==> config.mk <==
export PLATFORM = sky130hd
export DESIGN_NAME = ambient_light_register_map
export DESIGN_NICKNAME = d
export VERILOG_FILES = /design/src/light_pkg.sv /design/src/ambient_light_register_map.sv /design/src/light_conv.sv
export VERILOG_INCLUDE_DIRS = /design/src
export SDC_FILE = /design/constraint.sdc
export NUM_CORES = 1
export LEC_CHECK = 0
export BUFFER_PORTS_ARGS = -buffer_cell sky130_fd_sc_hd__buf_2
export CORE_MARGIN = 2
export CORE_UTILIZATION = 50
export DETAILED_ROUTE_END_ITERATION = 6
export HOLD_SLACK_MARGIN = 0.1
export PLACE_DENSITY_LB_ADDON = 0.25
export REMOVE_ABC_BUFFERS = 1
export SLEW_MARGIN = 20
export SYNTH_ARGS = -nofsm -noshare
export SYNTH_HDL_FRONTEND = slang
export SYNTH_SLANG_ARGS = --single-unit
==> constraint.sdc <==
create_clock -name clk -period 4 [get_ports clk]
set_input_delay 0.4 -clock clk [delete_from_list [all_inputs] [get_ports clk]]
set_output_delay 0.4 -clock clk [all_outputs]
set_load 0.005 [all_outputs]
==> src/light_map.svh <==
// Register offsets, field positions, reset values and timing of the light sensor register bank
`ifndef LIGHT_MAP_SVH
`define LIGHT_MAP_SVH
`define OFS_RESULT   8'h00
`define OFS_CONTROL  8'h01
`define OFS_LOWER    8'h02
`define OFS_UPPER    8'h03
`define OFS_MAKER    8'h7e
`define OFS_PART     8'h7f
`define EXP_HI       15
`define EXP_LO       12
`define MAN_HI       11
`define MAN_LO       0
`define CF_FSEL_HI   15
`define CF_FSEL_LO   12
`define CF_CLEN      11
`define CF_MODE_HI   10
`define CF_MODE_LO   9
`define CF_LATCH     4
`define CF_SENSE     3
`define CF_MASK      2
`define CF_FAULT_HI  1
`define CF_FAULT_LO  0
`define RST_CONTROL  16'hc810
`define RST_RESULT   16'h0000
`define RST_LIMIT    16'h0000
`define FSEL_AUTO    4'hc
`define MODE_OFF     2'h0
`define MODE_SINGLE  2'h1
`define CLK_KHZ      50000
`define CONV_SHORT_MS 100
`define CONV_LONG_MS  800
`endif

==> src/light_pkg.sv <==
// Types shared by the light sensor register bank
package light_pkg;
	typedef enum logic [3:0] {
		ST_IDLE     = 4'h0,
		ST_ADDR     = 4'h1,
		ST_ACK_ADDR = 4'h3,
		ST_PTR      = 4'h2,
		ST_ACK_PTR  = 4'h6,
		ST_WR       = 4'h7,
		ST_ACK_WR   = 4'h5,
		ST_RD       = 4'h4,
		ST_RACK     = 4'hc
	} link_state_t;

	typedef struct packed {
		logic [2:0]  scl;
		logic [2:0]  sda;
		link_state_t st;
		logic [3:0]  bits;
		logic [7:0]  sh;
		logic        rw;
		logic        lo;
		logic [7:0]  ptr;
		logic [7:0]  whi;
		logic [7:0]  tx;
		logic        oe;
		logic        sdo;
		logic [3:0]  fsel;
		logic        clen;
		logic [1:0]  mode;
		logic        over;
		logic        ready;
		logic        latch;
		logic        sense;
		logic        mask;
		logic [1:0]  faults;
		logic [15:0] res;
		logic [15:0] lo_lim;
		logic [15:0] hi_lim;
	} bank_state_t;
endpackage : light_pkg
==> src/ambient_light_register_map.sv <==
// Light sensor register bank behind a two-wire serial slave
//
// How it works
// - Every register is sixteen bits wide.
// - Pointer 00h is result, 01h control, 02h lower, 03h upper.
// - Read-only maker and part identification sit at 7Eh and 7Fh.
// - Settings and results are reached over the serial bus; range select also drives range_sel.
// - Result holds the latest finished conversion; writes leave it alone.
// - Result exponent in 15:12, mantissa in 11:0, both reset zero.
// - Mantissa is unsigned binary from zero to range full scale.
// - One mantissa step weighs 0.01 lux times two to the exponent.
// - Mask enabled with a manual range forces the result exponent to zero.
// - A control write aborts a running conversion at once.
// - After a control write a new conversion starts if mode asks.
// - Control holds nine fields from range select down to fault count.
// - Range code 1100b picks the range itself and reports it.
// - Range select shares the exponent format and resets to automatic.
// - The pointer is kept so repeated reads hit the same register.
// - Reading the control register clears the conversion ready flag.
// - Mode 00 shuts down, 01 converts once, 1x converts continuously.
`timescale 1ns/1ps
`include "light_map.svh"
module ambient_light_register_map
	import light_pkg::*;
#(
	parameter logic [6:0]  DEV_ADDR  = 7'h2a,    // Arbitrary bus address
	parameter logic [15:0] MAKER_ID  = 16'h5a5a, // Arbitrary value
	parameter logic [15:0] PART_ID   = 16'ha5a5, // Arbitrary value
	parameter int unsigned SHORT_CYC = `CONV_SHORT_MS * `CLK_KHZ,
	parameter int unsigned LONG_CYC  = `CONV_LONG_MS * `CLK_KHZ
) (
	input  wire logic        clk,
	input  wire logic        rst_b,
	input  wire logic        scl_i,
	input  wire logic        sda_i,
	input  wire logic [11:0] fe_mantissa,
	input  wire logic [3:0]  fe_exponent,
	input  wire logic        fe_overflow,
	output logic             sda_o,
	output logic             sda_oe,
	output logic             converting,
	output logic [3:0]       range_sel
);
	localparam logic [15:0] CTL_RST = `RST_CONTROL;

	bank_state_t q;
	bank_state_t d;
	logic        rise;
	logic        fall;
	logic        sta;
	logic        stp;
	logic        bit_in;
	logic        ptr_load;
	logic        wr_commit;
	logic        cfg_wr;
	logic        rd_cfg;
	logic        conv_start;
	logic        conv_stop;
	logic        conv_done;
	logic [15:0] wdat;
	logic [15:0] word;
	logic [7:0]  nbyte;
	logic [3:0]  exp_now;

	////////////////////////////////////////////////////////////////////////////////
	// Register read decode

	// Word seen by the host at the current pointer
	function automatic logic [15:0] rd_word(input bank_state_t s);
		logic [15:0] w;
		w = 16'h0000;
		unique case (s.ptr)
			`OFS_RESULT:  w = s.res;
			`OFS_CONTROL: w = {s.fsel, s.clen, s.mode, s.over, s.ready, 2'h0,
			                   s.latch, s.sense, s.mask, s.faults};
			`OFS_LOWER:   w = s.lo_lim;
			`OFS_UPPER:   w = s.hi_lim;
			`OFS_MAKER:   w = MAKER_ID;
			`OFS_PART:    w = PART_ID;
			default:      w = 16'h0000;
		endcase
		return w;
	endfunction : rd_word

	////////////////////////////////////////////////////////////////////////////////
	// Conversion timer

	light_conv #(
		.SHORT_CYC (SHORT_CYC),
		.LONG_CYC  (LONG_CYC)
	) u_conv (
		.clk      (clk),
		.rst_b    (rst_b),
		.start    (conv_start),
		.stop     (conv_stop),
		.long_sel (d.clen),
		.busy     (converting),
		.done     (conv_done)
	);

	////////////////////////////////////////////////////////////////////////////////
	// Next state

	// Pin edges from the synchronised copies
	always_comb begin
		rise   = q.scl[1] & ~q.scl[2];
		fall   = ~q.scl[1] & q.scl[2];
		sta    = q.scl[1] & q.scl[2] & q.sda[2] & ~q.sda[1];
		stp    = q.scl[1] & q.scl[2] & ~q.sda[2] & q.sda[1];
		bit_in = q.sda[1];
		word   = rd_word(q);
		nbyte  = q.lo ? word[7:0] : word[15:8];
		wdat   = {q.whi, q.sh};
		if (q.fsel == `FSEL_AUTO) begin
			exp_now = fe_exponent;
		end else if (q.mask && (q.fsel < `FSEL_AUTO)) begin
			exp_now = 4'h0;
		end else begin
			exp_now = q.fsel;
		end
	end

	// Serial slave, register writes and conversion bookkeeping
	always_comb begin
		d          = q;
		ptr_load   = 1'b0;
		wr_commit  = 1'b0;
		cfg_wr     = 1'b0;
		rd_cfg     = 1'b0;
		conv_start = 1'b0;
		conv_stop  = 1'b0;
		d.sdo      = 1'b0;
		d.scl      = {q.scl[1:0], scl_i};
		d.sda      = {q.sda[1:0], sda_i};
		// register access over the serial pins
		if (stp) begin
			d.st = ST_IDLE;
			d.oe = 1'b0;
		end else if (sta) begin
			d.st   = ST_ADDR;
			d.bits = 4'h0;
			d.oe   = 1'b0;
		end else begin
			unique case (q.st)
				ST_IDLE: begin
					d.oe = 1'b0;
				end
				ST_ADDR, ST_PTR, ST_WR: begin
					if (rise) begin
						d.sh   = {q.sh[6:0], bit_in};
						d.bits = q.bits + 4'h1;
					end
					if (fall && (q.bits == 4'h8)) begin
						d.bits = 4'h0;
						d.oe   = 1'b1;
						if (q.st == ST_ADDR) begin
							d.lo = 1'b0;
							d.rw = q.sh[0];
							d.st = ST_ACK_ADDR;
							if (q.sh[7:1] != DEV_ADDR) begin
								d.st = ST_IDLE;
								d.oe = 1'b0;
							end
						end else if (q.st == ST_PTR) begin
							ptr_load = 1'b1;
							d.ptr    = q.sh;
							d.lo     = 1'b0;
							d.st     = ST_ACK_PTR;
						end else begin
							d.st = ST_ACK_WR;
							d.lo = ~q.lo;
							if (!q.lo) begin
								d.whi = q.sh;
							end else begin
								wr_commit = 1'b1;
							end
						end
					end
				end
				ST_ACK_ADDR: begin
					if (fall) begin
						d.bits = 4'h0;
						if (q.rw) begin
							d.st = ST_RD;
							d.tx = nbyte;
							d.oe = ~nbyte[7];
							d.lo = ~q.lo;
						end else begin
							d.st = ST_PTR;
							d.oe = 1'b0;
						end
					end
				end
				ST_ACK_PTR, ST_ACK_WR: begin
					if (fall) begin
						d.st = ST_WR;
						d.oe = 1'b0;
					end
				end
				ST_RD: begin
					if (fall) begin
						if (q.bits == 4'h7) begin
							d.st   = ST_RACK;
							d.oe   = 1'b0;
							d.bits = 4'h0;
						end else begin
							d.bits = q.bits + 4'h1;
							d.tx   = {q.tx[6:0], 1'b0};
							d.oe   = ~q.tx[6];
						end
					end
				end
				ST_RACK: begin
					if (rise && bit_in) begin
						d.st = ST_IDLE;
					end else if (fall) begin
						d.st = ST_RD;
						d.tx = nbyte;
						d.oe = ~nbyte[7];
						d.lo = ~q.lo;
						rd_cfg = q.lo && (q.ptr == `OFS_CONTROL);
					end
				end
				default: begin
					d.st = ST_IDLE;
					d.oe = 1'b0;
				end
			endcase
		end

		// clear after read, before any set
		if (rd_cfg) begin
			d.ready = 1'b0;
		end

		if (wr_commit) begin
			unique case (q.ptr)
				`OFS_CONTROL: begin
					cfg_wr  = 1'b1;
					d.fsel  = wdat[`CF_FSEL_HI:`CF_FSEL_LO];
					d.clen  = wdat[`CF_CLEN];
					d.mode  = wdat[`CF_MODE_HI:`CF_MODE_LO];
					d.latch = wdat[`CF_LATCH];
					d.sense = wdat[`CF_SENSE];
					d.mask  = wdat[`CF_MASK];
					d.faults = wdat[`CF_FAULT_HI:`CF_FAULT_LO];
					conv_stop  = 1'b1;
					conv_start = (wdat[`CF_MODE_HI:`CF_MODE_LO] != `MODE_OFF);
				end
				`OFS_LOWER: d.lo_lim = wdat;
				`OFS_UPPER: d.hi_lim = wdat;
				default: ;
			endcase
		end

		// Finished conversion lands in the result
		if (conv_done) begin
			d.res[`MAN_HI:`MAN_LO] = fe_mantissa;
			d.res[`EXP_HI:`EXP_LO] = exp_now;
			d.over  = fe_overflow;
			d.ready = 1'b1;
			if (!cfg_wr && (q.mode == `MODE_SINGLE)) begin
				d.mode = `MODE_OFF;
			end
			if (!cfg_wr && q.mode[1]) begin
				conv_start = 1'b1;
			end
		end
	end

	////////////////////////////////////////////////////////////////////////////////
	// State register

	always_ff @(posedge clk or negedge rst_b) begin
		if (!rst_b) begin
			q        <= '0;
			q.scl    <= 3'h7;
			q.sda    <= 3'h7;
			q.st     <= ST_IDLE;
			q.fsel   <= CTL_RST[`CF_FSEL_HI:`CF_FSEL_LO];
			q.clen   <= CTL_RST[`CF_CLEN];
			q.mode   <= CTL_RST[`CF_MODE_HI:`CF_MODE_LO];
			q.latch  <= CTL_RST[`CF_LATCH];
			q.sense  <= CTL_RST[`CF_SENSE];
			q.mask   <= CTL_RST[`CF_MASK];
			q.faults <= CTL_RST[`CF_FAULT_HI:`CF_FAULT_LO];
			q.res    <= `RST_RESULT;
			q.lo_lim <= `RST_LIMIT;
			q.hi_lim <= `RST_LIMIT;
		end else begin
			q <= d;
		end
	end

	assign sda_o     = q.sdo;
	assign sda_oe    = q.oe;
	assign range_sel = q.fsel;

	////////////////////////////////////////////////////////////////////////////////
	// Checks

	AST_RESULT_RO: assert property (@(posedge clk) disable iff (!rst_b)
		wr_commit && (q.ptr == `OFS_RESULT) && !conv_done |=> $stable(q.res))
		else $error("result changed by a write");

	AST_MANTISSA: assert property (@(posedge clk) disable iff (!rst_b)
		conv_done |=> q.res[`MAN_HI:`MAN_LO] == $past(fe_mantissa))
		else $error("mantissa not captured");

	AST_MASK: assert property (@(posedge clk) disable iff (!rst_b)
		conv_done && q.mask && (q.fsel < `FSEL_AUTO) |=> q.res[`EXP_HI:`EXP_LO] == 4'h0)
		else $error("masked exponent not zero");

	AST_AUTO: assert property (@(posedge clk) disable iff (!rst_b)
		conv_done && (q.fsel == `FSEL_AUTO) |=> q.res[`EXP_HI:`EXP_LO] == $past(fe_exponent))
		else $error("automatic range not reported");

	AST_ABORT: assert property (@(posedge clk) disable iff (!rst_b)
		cfg_wr && (wdat[`CF_MODE_HI:`CF_MODE_LO] == `MODE_OFF) |=> !converting [*2])
		else $error("conversion not aborted");

	AST_RESTART: assert property (@(posedge clk) disable iff (!rst_b)
		cfg_wr && (wdat[`CF_MODE_HI:`CF_MODE_LO] != `MODE_OFF) |=> converting && !conv_done)
		else $error("conversion not restarted");

	AST_PTR_KEEP: assert property (@(posedge clk) disable iff (!rst_b)
		!ptr_load |=> q.ptr == $past(q.ptr))
		else $error("pointer moved without a write");

	AST_READY_CLR: assert property (@(posedge clk) disable iff (!rst_b)
		rd_cfg && !conv_done |=> !q.ready)
		else $error("ready flag not cleared by read");

	AST_SINGLE: assert property (@(posedge clk) disable iff (!rst_b)
		conv_done && !cfg_wr && (q.mode == `MODE_SINGLE) |=> (q.mode == `MODE_OFF) && !converting)
		else $error("single shot did not shut down");
endmodule : ambient_light_register_map

==> src/light_conv.sv <==
// Conversion timer: runs one conversion of short or long length
`timescale 1ns/1ps
`include "light_map.svh"
module light_conv #(
	parameter int unsigned SHORT_CYC = `CONV_SHORT_MS * `CLK_KHZ,
	parameter int unsigned LONG_CYC  = `CONV_LONG_MS * `CLK_KHZ
) (
	input  wire logic clk,
	input  wire logic rst_b,
	input  wire logic start,
	input  wire logic stop,
	input  wire logic long_sel,
	output logic      busy,
	output logic      done
);
	localparam int unsigned CW = $clog2(LONG_CYC + 1);

	typedef struct packed {
		logic          busy;
		logic          done;
		logic          lng;
		logic [CW-1:0] cnt;
	} conv_state_t;

	conv_state_t q;
	conv_state_t d;
	logic [CW-1:0] last;

	// Restart wins over abort, abort over counting
	always_comb begin
		d      = q;
		d.done = 1'b0;
		last   = q.lng ? CW'(LONG_CYC - 1) : CW'(SHORT_CYC - 1);
		if (start) begin
			d.busy = 1'b1;
			d.cnt  = '0;
			d.lng  = long_sel;
		end else if (stop) begin
			d.busy = 1'b0;
		end else if (q.busy) begin
			if (q.cnt == last) begin
				d.busy = 1'b0;
				d.done = 1'b1;
			end else begin
				d.cnt = q.cnt + 1'b1;
			end
		end
	end

	// State register
	always_ff @(posedge clk or negedge rst_b) begin
		if (!rst_b) begin
			q <= '0;
		end else begin
			q <= d;
		end
	end

	assign busy = q.busy;
	assign done = q.done;
endmodule : light_conv

==> results by group, run 1 <==
Outcome
  • Status: finished clean

Global route
  • Met3 Use GR: 0.0511
  • Initial antenna violation count: 0
  • Total track usage: 0.220
  • Vias in the first global route: 4864
  • GR peak layer: met2
  • GR Layer Usage met2: 0.333
  • First-pass GRT wire length: 25200 microns
  • Global route overflow: 0
  • Largest net degree at the start of global routing: 119
  • GR Util met1: 0.315

Power
  • Sequential Power Share: 0.477
  • Leakage: 3.50 nW
  • Pwr dens: 393 nW/um^2
  • P_sw: 0.000688 W
  • Switching Fraction: 0.224
  • Power Internal: 0.00238 W
  • Peak VDD IR: 0.289 mV
  • Clk pwr share: 0.488
  • Part of the power in combinational logic: 0.035

Critical path
  • Setup CP Type: register to register
  • Crit path launch: q[103]
  • Slowest CP cell: or4_1
  • Worst-path cell chain: nand2_1 > or4_1 > nor2_4 > a21oi_1 > a21oi_2 > buf_4 > nor2_1
  • CP Depth: 7
  • Arrival time worst endpoint: 3.23 ns
  • Crit-path max FO: 18
  • Startpoint Class: register
  • R2r setup slk: 1.06 ns
  • Worst EP required: 4.29 ns
  • Critical path endpoint: u_conv.q[9]
  • Slowest stage delay, CP: 0.71 ns
  • CP Buf/Inv Count: 1
  • Reg2reg start: q[103]
  • CP delay by family, top: simple AND/OR/NAND/NOR gates
  • Reg2reg path depth: 7
  • Reg2reg end: u_conv.q[9]
  • CP Capture Type: register

Place
  • Gp weighted congestion: 0.892
  • Dpl hpwl: 10200 microns
  • IO Port Bufs: 26
  • Placed cell count: 788
  • Pre-CTS setup slack: 1.11 ns

Drt
  • DRT antenna net count: 0
  • Routed WL: 15300 microns
  • Vias per inst: 6.00
  • DRC: 0
  • DR iter-0 viols: 373
  • Routed via count: 4924
  • 1st-pass router iterations: 5
  • Avg WL per Cell: 18.6 microns

Floorplan
  • I/O Pins: 28
  • DIE AREA: 14900 sq um
  • Core Area: 13800 sq um
  • Die X: 122 microns
  • Initial core utilization: 0.507
  • Die height: 122 microns
  • Rows: 43

STA
  • Worst slew pin tran: 0.931 ns
  • RSZ-0062 raised after global routing: false
  • Max frequency: 341 MHz
  • Final TNS setup: 0 ns
  • Final number of setup-violating endpoints: 0
  • Post-route setup slack: 1.06 ns
  • Final period util: 0.734
  • Final min period: 2.94 ns
  • Layout Skew: 0.00957 ns
  • Rel. slew slack: 0.379
  • Max-slew violations: 0
  • Endpoints failing hold: 0

Clock tree
  • Clock slew seen by the registers of the worst setup and hold paths: 0.06 ns
  • H-tree levels: 4
  • CTS tree: yes
  • CTS Buf Count: 17
  • Clock sink count: 139
  • Latest clock arrival within the worst-skew pair: 0.42 ns
  • # resized after CTS: 0
  • CTS Root Cell: clkbuf_16
  • Post-CTS setup buffers: 0
  • CTS Buffer Depth: 2

Synthesis
  • Synth Register Bits: 139
  • Synth Cell Area: 6990 sq um
  • Synth top area share: 0.462
  • Ys async rst share: 1.00
  • Synth area leader: dfrtp_1
  • Synth area leaders: dfrtp_1, mux2_2, mux4_2, dfstp_2, nand2_1
  • EDFF count, synth: 0
  • Main synth FF type: dfrtp_1
  • Seq/Total Area, Yosys: 0.500
  • Netlist cell types: 68
  • Syn_area_per_cell: 11.5 sq um
  • Post-synthesis cell count: 608
  • Synth Warn #: 0

Final layout
  • Layout cells sized above 1: 0.271
  • N_diodes: 0
  • Most frequent cells in the layout: dfrtp_1, mux2_2, nand2_1, nor2_1, buf_2
  • Post-route insts no fill: 821
  • Most common cell after layout, fill and taps aside: dfrtp_1
  • Final nets: 653
  • Area Growth Syn to Fin: 12.0%

Min path
  • Min-Delay Path Class: input port to async pin

Job
  • Max Cap Viol: 0
how the worst min path moves through the flow:
stage                     depth (start not counted)  slack (ns)     end   start
after global placement                            0        0.35  bit_in  d[107]
after CTS                                         1        0.20  q[103]   rst_b
after floorplan                                   0        0.10    q[0]   rst_b
final                                             1        0.10  q[103]   rst_b
after global routing                              1        0.19  q[104]   rst_b
after detailed placement                          0        0.35  bit_in  d[107]
routing by layer:
metal	up-vias	share of wire
li1	2261	-
met1	2492	0.46
met2	148	0.47
met3	23	0.053
met4	0	0.018
met5	-	0
cell usage after synthesis (5+ instances only):
cell type and n:
dfrtp_1 129, mux2_2 76, nand2_1 49, nor2_1 40
o21ai_0 20, a21oi_1 19, inv_1 18, buf_2 16
mux4_2 14, nand3_1 14, xnor2_1 14, nand4_1 13
nor3_1 13, clkbuf_1 12, dfstp_2 10, mux2_1 10
xor2_1 10, and3_1 8, nor4_1 8, nand3b_1 7
o221ai_1 7, nor4b_1 6, buf_4 5, mux2i_1 5
nor3b_1 5, o211ai_1 5
metrics by stage:
stage	total power (W)	instance area (sq um)	util	hold slack [ns]
finish	0.00307	7820	0.568	0.101
global route	0.00318	7820	0.568	0.188
CTS	0.00310	7820	0.568	0.195
detailed placement	0.00159	7240	0.526	0.351
global placement	0.00159	7240	0.526	0.346
floorplan	0.00153	6810	-	0.104
registers in the layout (all words and copies together) (netlist names):
| signal | cells |
|---|---|
| bit_in | 1 |
| d | 3 |
| q | 101 |
| range_sel | 4 |
| sda_oe | 1 |
| u_conv.busy | 1 |
| u_conv.done | 1 |
| u_conv.q | 27 |
cells by family (layout without fill, tap and decap cells):
kind of cell,Yosys count,in the layout,synth area share
XOR/XNOR,24,24,0.0301
buffers and inverters,53,86,0.0351
AO/OA/AOI/OAI,85,85,0.0804
AND/OR/NAND/NOR,198,198,0.158
multiplexers,105,105,0.191
other,1,1,0.000537
flip-flops,139,139,0.500
adder cells (fa/ha/maj),3,3,0.00537
worst reg2reg max path: cells and delay by family, from the launching register on:
kind / cells / cell delay [ns]
AO/OA/AOI/OAI: 2 / 0.56
buffers and inverters: 1 / 0.33
flip-flops: 1 / 0.65
AND/OR/NAND/NOR: 4 / 1.27
layout make-up:
type | count | area (sq um)
fillers | 1167 | 5950
clock inverters | 10 | 119
clock buffers | 21 | 440
well taps | 180 | 225
inverters | 18 | 67.6
multi-input cells | 416 | 3250
repair buffers | 37 | 226
flip-flops and latches | 139 | 3490
power by group through the flow:
stage	combinational (W)	sequential (W)	clock (W)
floorplan	0.0000524	0.00147	0
global placement	0.000104	0.00149	0
detailed placement	0.000107	0.00149	0
CTS	0.000109	0.00146	0.00153
global route	0.000120	0.00147	0.00159
finish	0.000107	0.00146	0.00150
what timing repair did:
item                                    CTS  global route
endpoints found under the setup margin    0             0
hold buffers                              2             0
hold endpoints to repair                  2             0
Power figures use the tool's default switching activity.
==> inputs of run 2 (changes only) <==
- clock period: 4 -> 2.5 ns (I/O delays scaled with it)
==> run 2 against run 1 <==
Compared with the run above:
- clock power is 60% higher
- critical path type unchanged
- largest power group unchanged
- total power is 62% higher
- non-clock buffer count is 39 higher
- clock skew is 0.0013 ns higher
- highest routed layer unchanged
==> results by group, run 2 (synthesis gave the netlist of run 1 again) <==
Final layout
  • Most frequent cells in the layout: dfrtp_1, mux2_2, nand2_1, nor2_1, buf_4 (was dfrtp_1, mux2_2, nand2_1, nor2_1, buf_2)
  • Final nets: 692 (was 653)
  • Area Growth Syn to Fin: 17.9% (was 12.0%)
  • Most flops, register: q (unchanged)
  • Max FFs per register: 101 (unchanged)
  • N_diodes: 0 (unchanged)
  • Most common cell after layout, fill and taps aside: dfrtp_1 (unchanged)
  • Fill count: 1163 (was 1167)
  • Final Util: 0.598 (was 0.568)
  • Layout cells sized above 1: 0.304 (was 0.271)

Drt
  • DRC: 0 (unchanged)
  • DRT antenna net count: 0 (unchanged)
  • Routed via count: 5045 (was 4924)
  • Avg WL per Cell: 18.6 microns (about the same)
  • DR iter-0 viols: 432 (was 373)
  • Routed WL: 16000 microns (was 15300 microns)
  • 1st-pass router iterations: 5 (unchanged)
  • Vias per inst: 5.87 (was 6.00)

Floorplan
  • Initial core utilization: 0.507 (unchanged)
  • Rows: 43 (unchanged)
  • Die height: 122 microns (unchanged)
  • I/O Pins: 28 (unchanged)
  • Core Area: 13800 sq um (unchanged)
  • DIE AREA: 14900 sq um (unchanged)
  • Die X: 122 microns (unchanged)

Critical path
  • Reg2reg start: q[98] (was q[103])
  • CP Capture Type: register (unchanged)
  • Arrival time worst endpoint: 2.64 ns (was 3.23 ns)
  • Crit-path max FO: 16 (was 18)
  • Reg2reg end: q[16] (was u_conv.q[9])
  • Setup CP Type: register to register (unchanged)
  • Slowest stage delay, CP: 0.62 ns (was 0.71 ns)
  • Worst-path cell chain: inv_1 > ha_1 > nand3b_1 > or4_4 > nor4_4 > buf_12 > mux2_2 (was nand2_1 > or4_1 > nor2_4 > a21oi_1 > a21oi_2 > buf_4 > nor2_1)
  • Startpoint Class: register (unchanged)
  • Slowest CP cell: or4_4 (was or4_1)
  • Worst EP required: 2.80 ns (was 4.29 ns)
  • R2r setup slk: 0.16 ns (was 1.06 ns)
  • Reg2reg path depth: 7 (unchanged)

STA
  • Post-route setup slack: 0.157 ns (was 1.06 ns)
  • Max frequency: 427 MHz (was 341 MHz)
  • Final TNS setup: 0 ns (unchanged)
  • Layout Skew: 0.0109 ns (was 0.00957 ns)
  • Final number of setup-violating endpoints: 0 (unchanged)
  • Endpoints failing hold: 0 (unchanged)
  • Final hold slack: 0.190 ns (was 0.101 ns)
  • Final period util: 0.937 (was 0.734)
  • Worst slew pin tran: 0.723 ns (was 0.931 ns)
  • Rel. slew slack: 0.514 (was 0.379)
  • Final min period: 2.34 ns (was 2.94 ns)
  • Max-slew violations: 0 (unchanged)
  • RSZ-0062 raised after global routing: false (unchanged)

Global route
  • Largest net degree at the start of global routing: 67 (was 119)
  • Vias in the first global route: 5102 (was 4864)
  • Total track usage: 0.234 (was 0.220)
  • First-pass GRT wire length: 26600 microns (was 25200 microns)
  • Initial antenna violation count: 0 (unchanged)
  • Global route overflow: 0 (unchanged)

Min path
  • Worst hold start: fe_exponent[2]
  • Hold Path End: q[46]
  • Min-Delay Path Class: input port to register (was input port to async pin)
  • Hold Path Depth: 5

Clock tree
  • CTS Buf Count: 17 (unchanged)
  • Clock sink count: 139 (unchanged)
  • Clock slew seen by the registers of the worst setup and hold paths: 0.06 ns (about the same)
  • CTS Buffer Depth: 2 (unchanged)
  • CTS tree: yes (unchanged)
  • H-tree levels: 4 (unchanged)
  • CTS Root Cell: clkbuf_16 (unchanged)
  • Latest clock arrival within the worst-skew pair: 0.42 ns (about the same)

Place
  • IO Port Bufs: 26 (unchanged)
  • Pre-CTS setup slack: 0.0151 ns (was 1.11 ns)
  • Gp weighted congestion: 0.902 (was 0.892)
  • Dpl hpwl: 10900 microns (was 10200 microns)

Job
  • Max Cap Viol: 0 (unchanged)

Power
  • Leakage: 3.71 nW (was 3.50 nW)
  • Power, Total: 0.00497 W (was 0.00307 W)
  • Peak VDD IR: 0.557 mV (was 0.289 mV)
  • Pwr dens: 603 nW/um^2 (was 393 nW/um^2)

Outcome
  • Status: finished clean (unchanged)
## run 2: report_power, final
group	internal, W	switching, W
combinational	0.000103	0.000132
sequential	0.00228	0.0000463
clock	0.00144	0.000963
total	0.00383	0.00114
## run 2: through the flow
stage          instances  area (sq um)
3_3_place_gp         813          7480
3_5_place_dp         813          7480
4_1_cts              860          8200
5_1_grt              860          8240
2_1_floorplan        573          6810
6_report             860          8240
## run 2: what timing repair did
| action | 4_1_cts | 5_1_grt |
|---|---|---|
| endpoints found under the setup margin | 0 | 77 |
| hold buffers | 16 | 0 |
| setup buffers | 0 | 0 |
| gates resized for setup | 0 | 6 |
| hold endpoints to repair | 71 | 0 |
## run 2: final cells by class
class                      count  area (sq um)  share of cell area
tap                          180           225              0.0273
timing repair buffer          76           602              0.0731
inverter                      18          67.6             0.00820
multi-input combinational    416          3290               0.399
clock inverter                10          92.6              0.0112
clock buffer                  21           470              0.0571
sequential                   139          3490               0.424
## run 2: how the worst max path moves through the flow
stage	end	cells past startpoint	slack, ns	from
2_1_floorplan	u_conv.q[26]	6	-0.91	q[80]
4_1_cts	q[16]	7	0.002	q[98]
5_1_grt	q[26]	7	0.05	q[98]
3_5_place_dp	q[18]	7	0.02	q[98]
6_report	q[16]	7	0.16	q[98]
3_3_place_gp	q[20]	7	0.05	q[98]
## run 2: metal layers
metal / vias up / share of wire / GRT usage
met3: 29 / 0.034 / 0.0511
met4: 0 / 0.019 / 0.0769
met1: 2550 / 0.47 / 0.328
met2: 125 / 0.47 / 0.365
li1: 2341 / - / -
met5: - / 0 / 0
## run 2: critical path, delay by kind of cell (launching register included)
family                   cells  cell delay, ns
AND/OR/NAND/NOR              3            1.02
buffers and inverters        2            0.31
flip-flops                   1            0.39
multiplexers                 1            0.35
adder cells (fa/ha/maj)      1            0.15
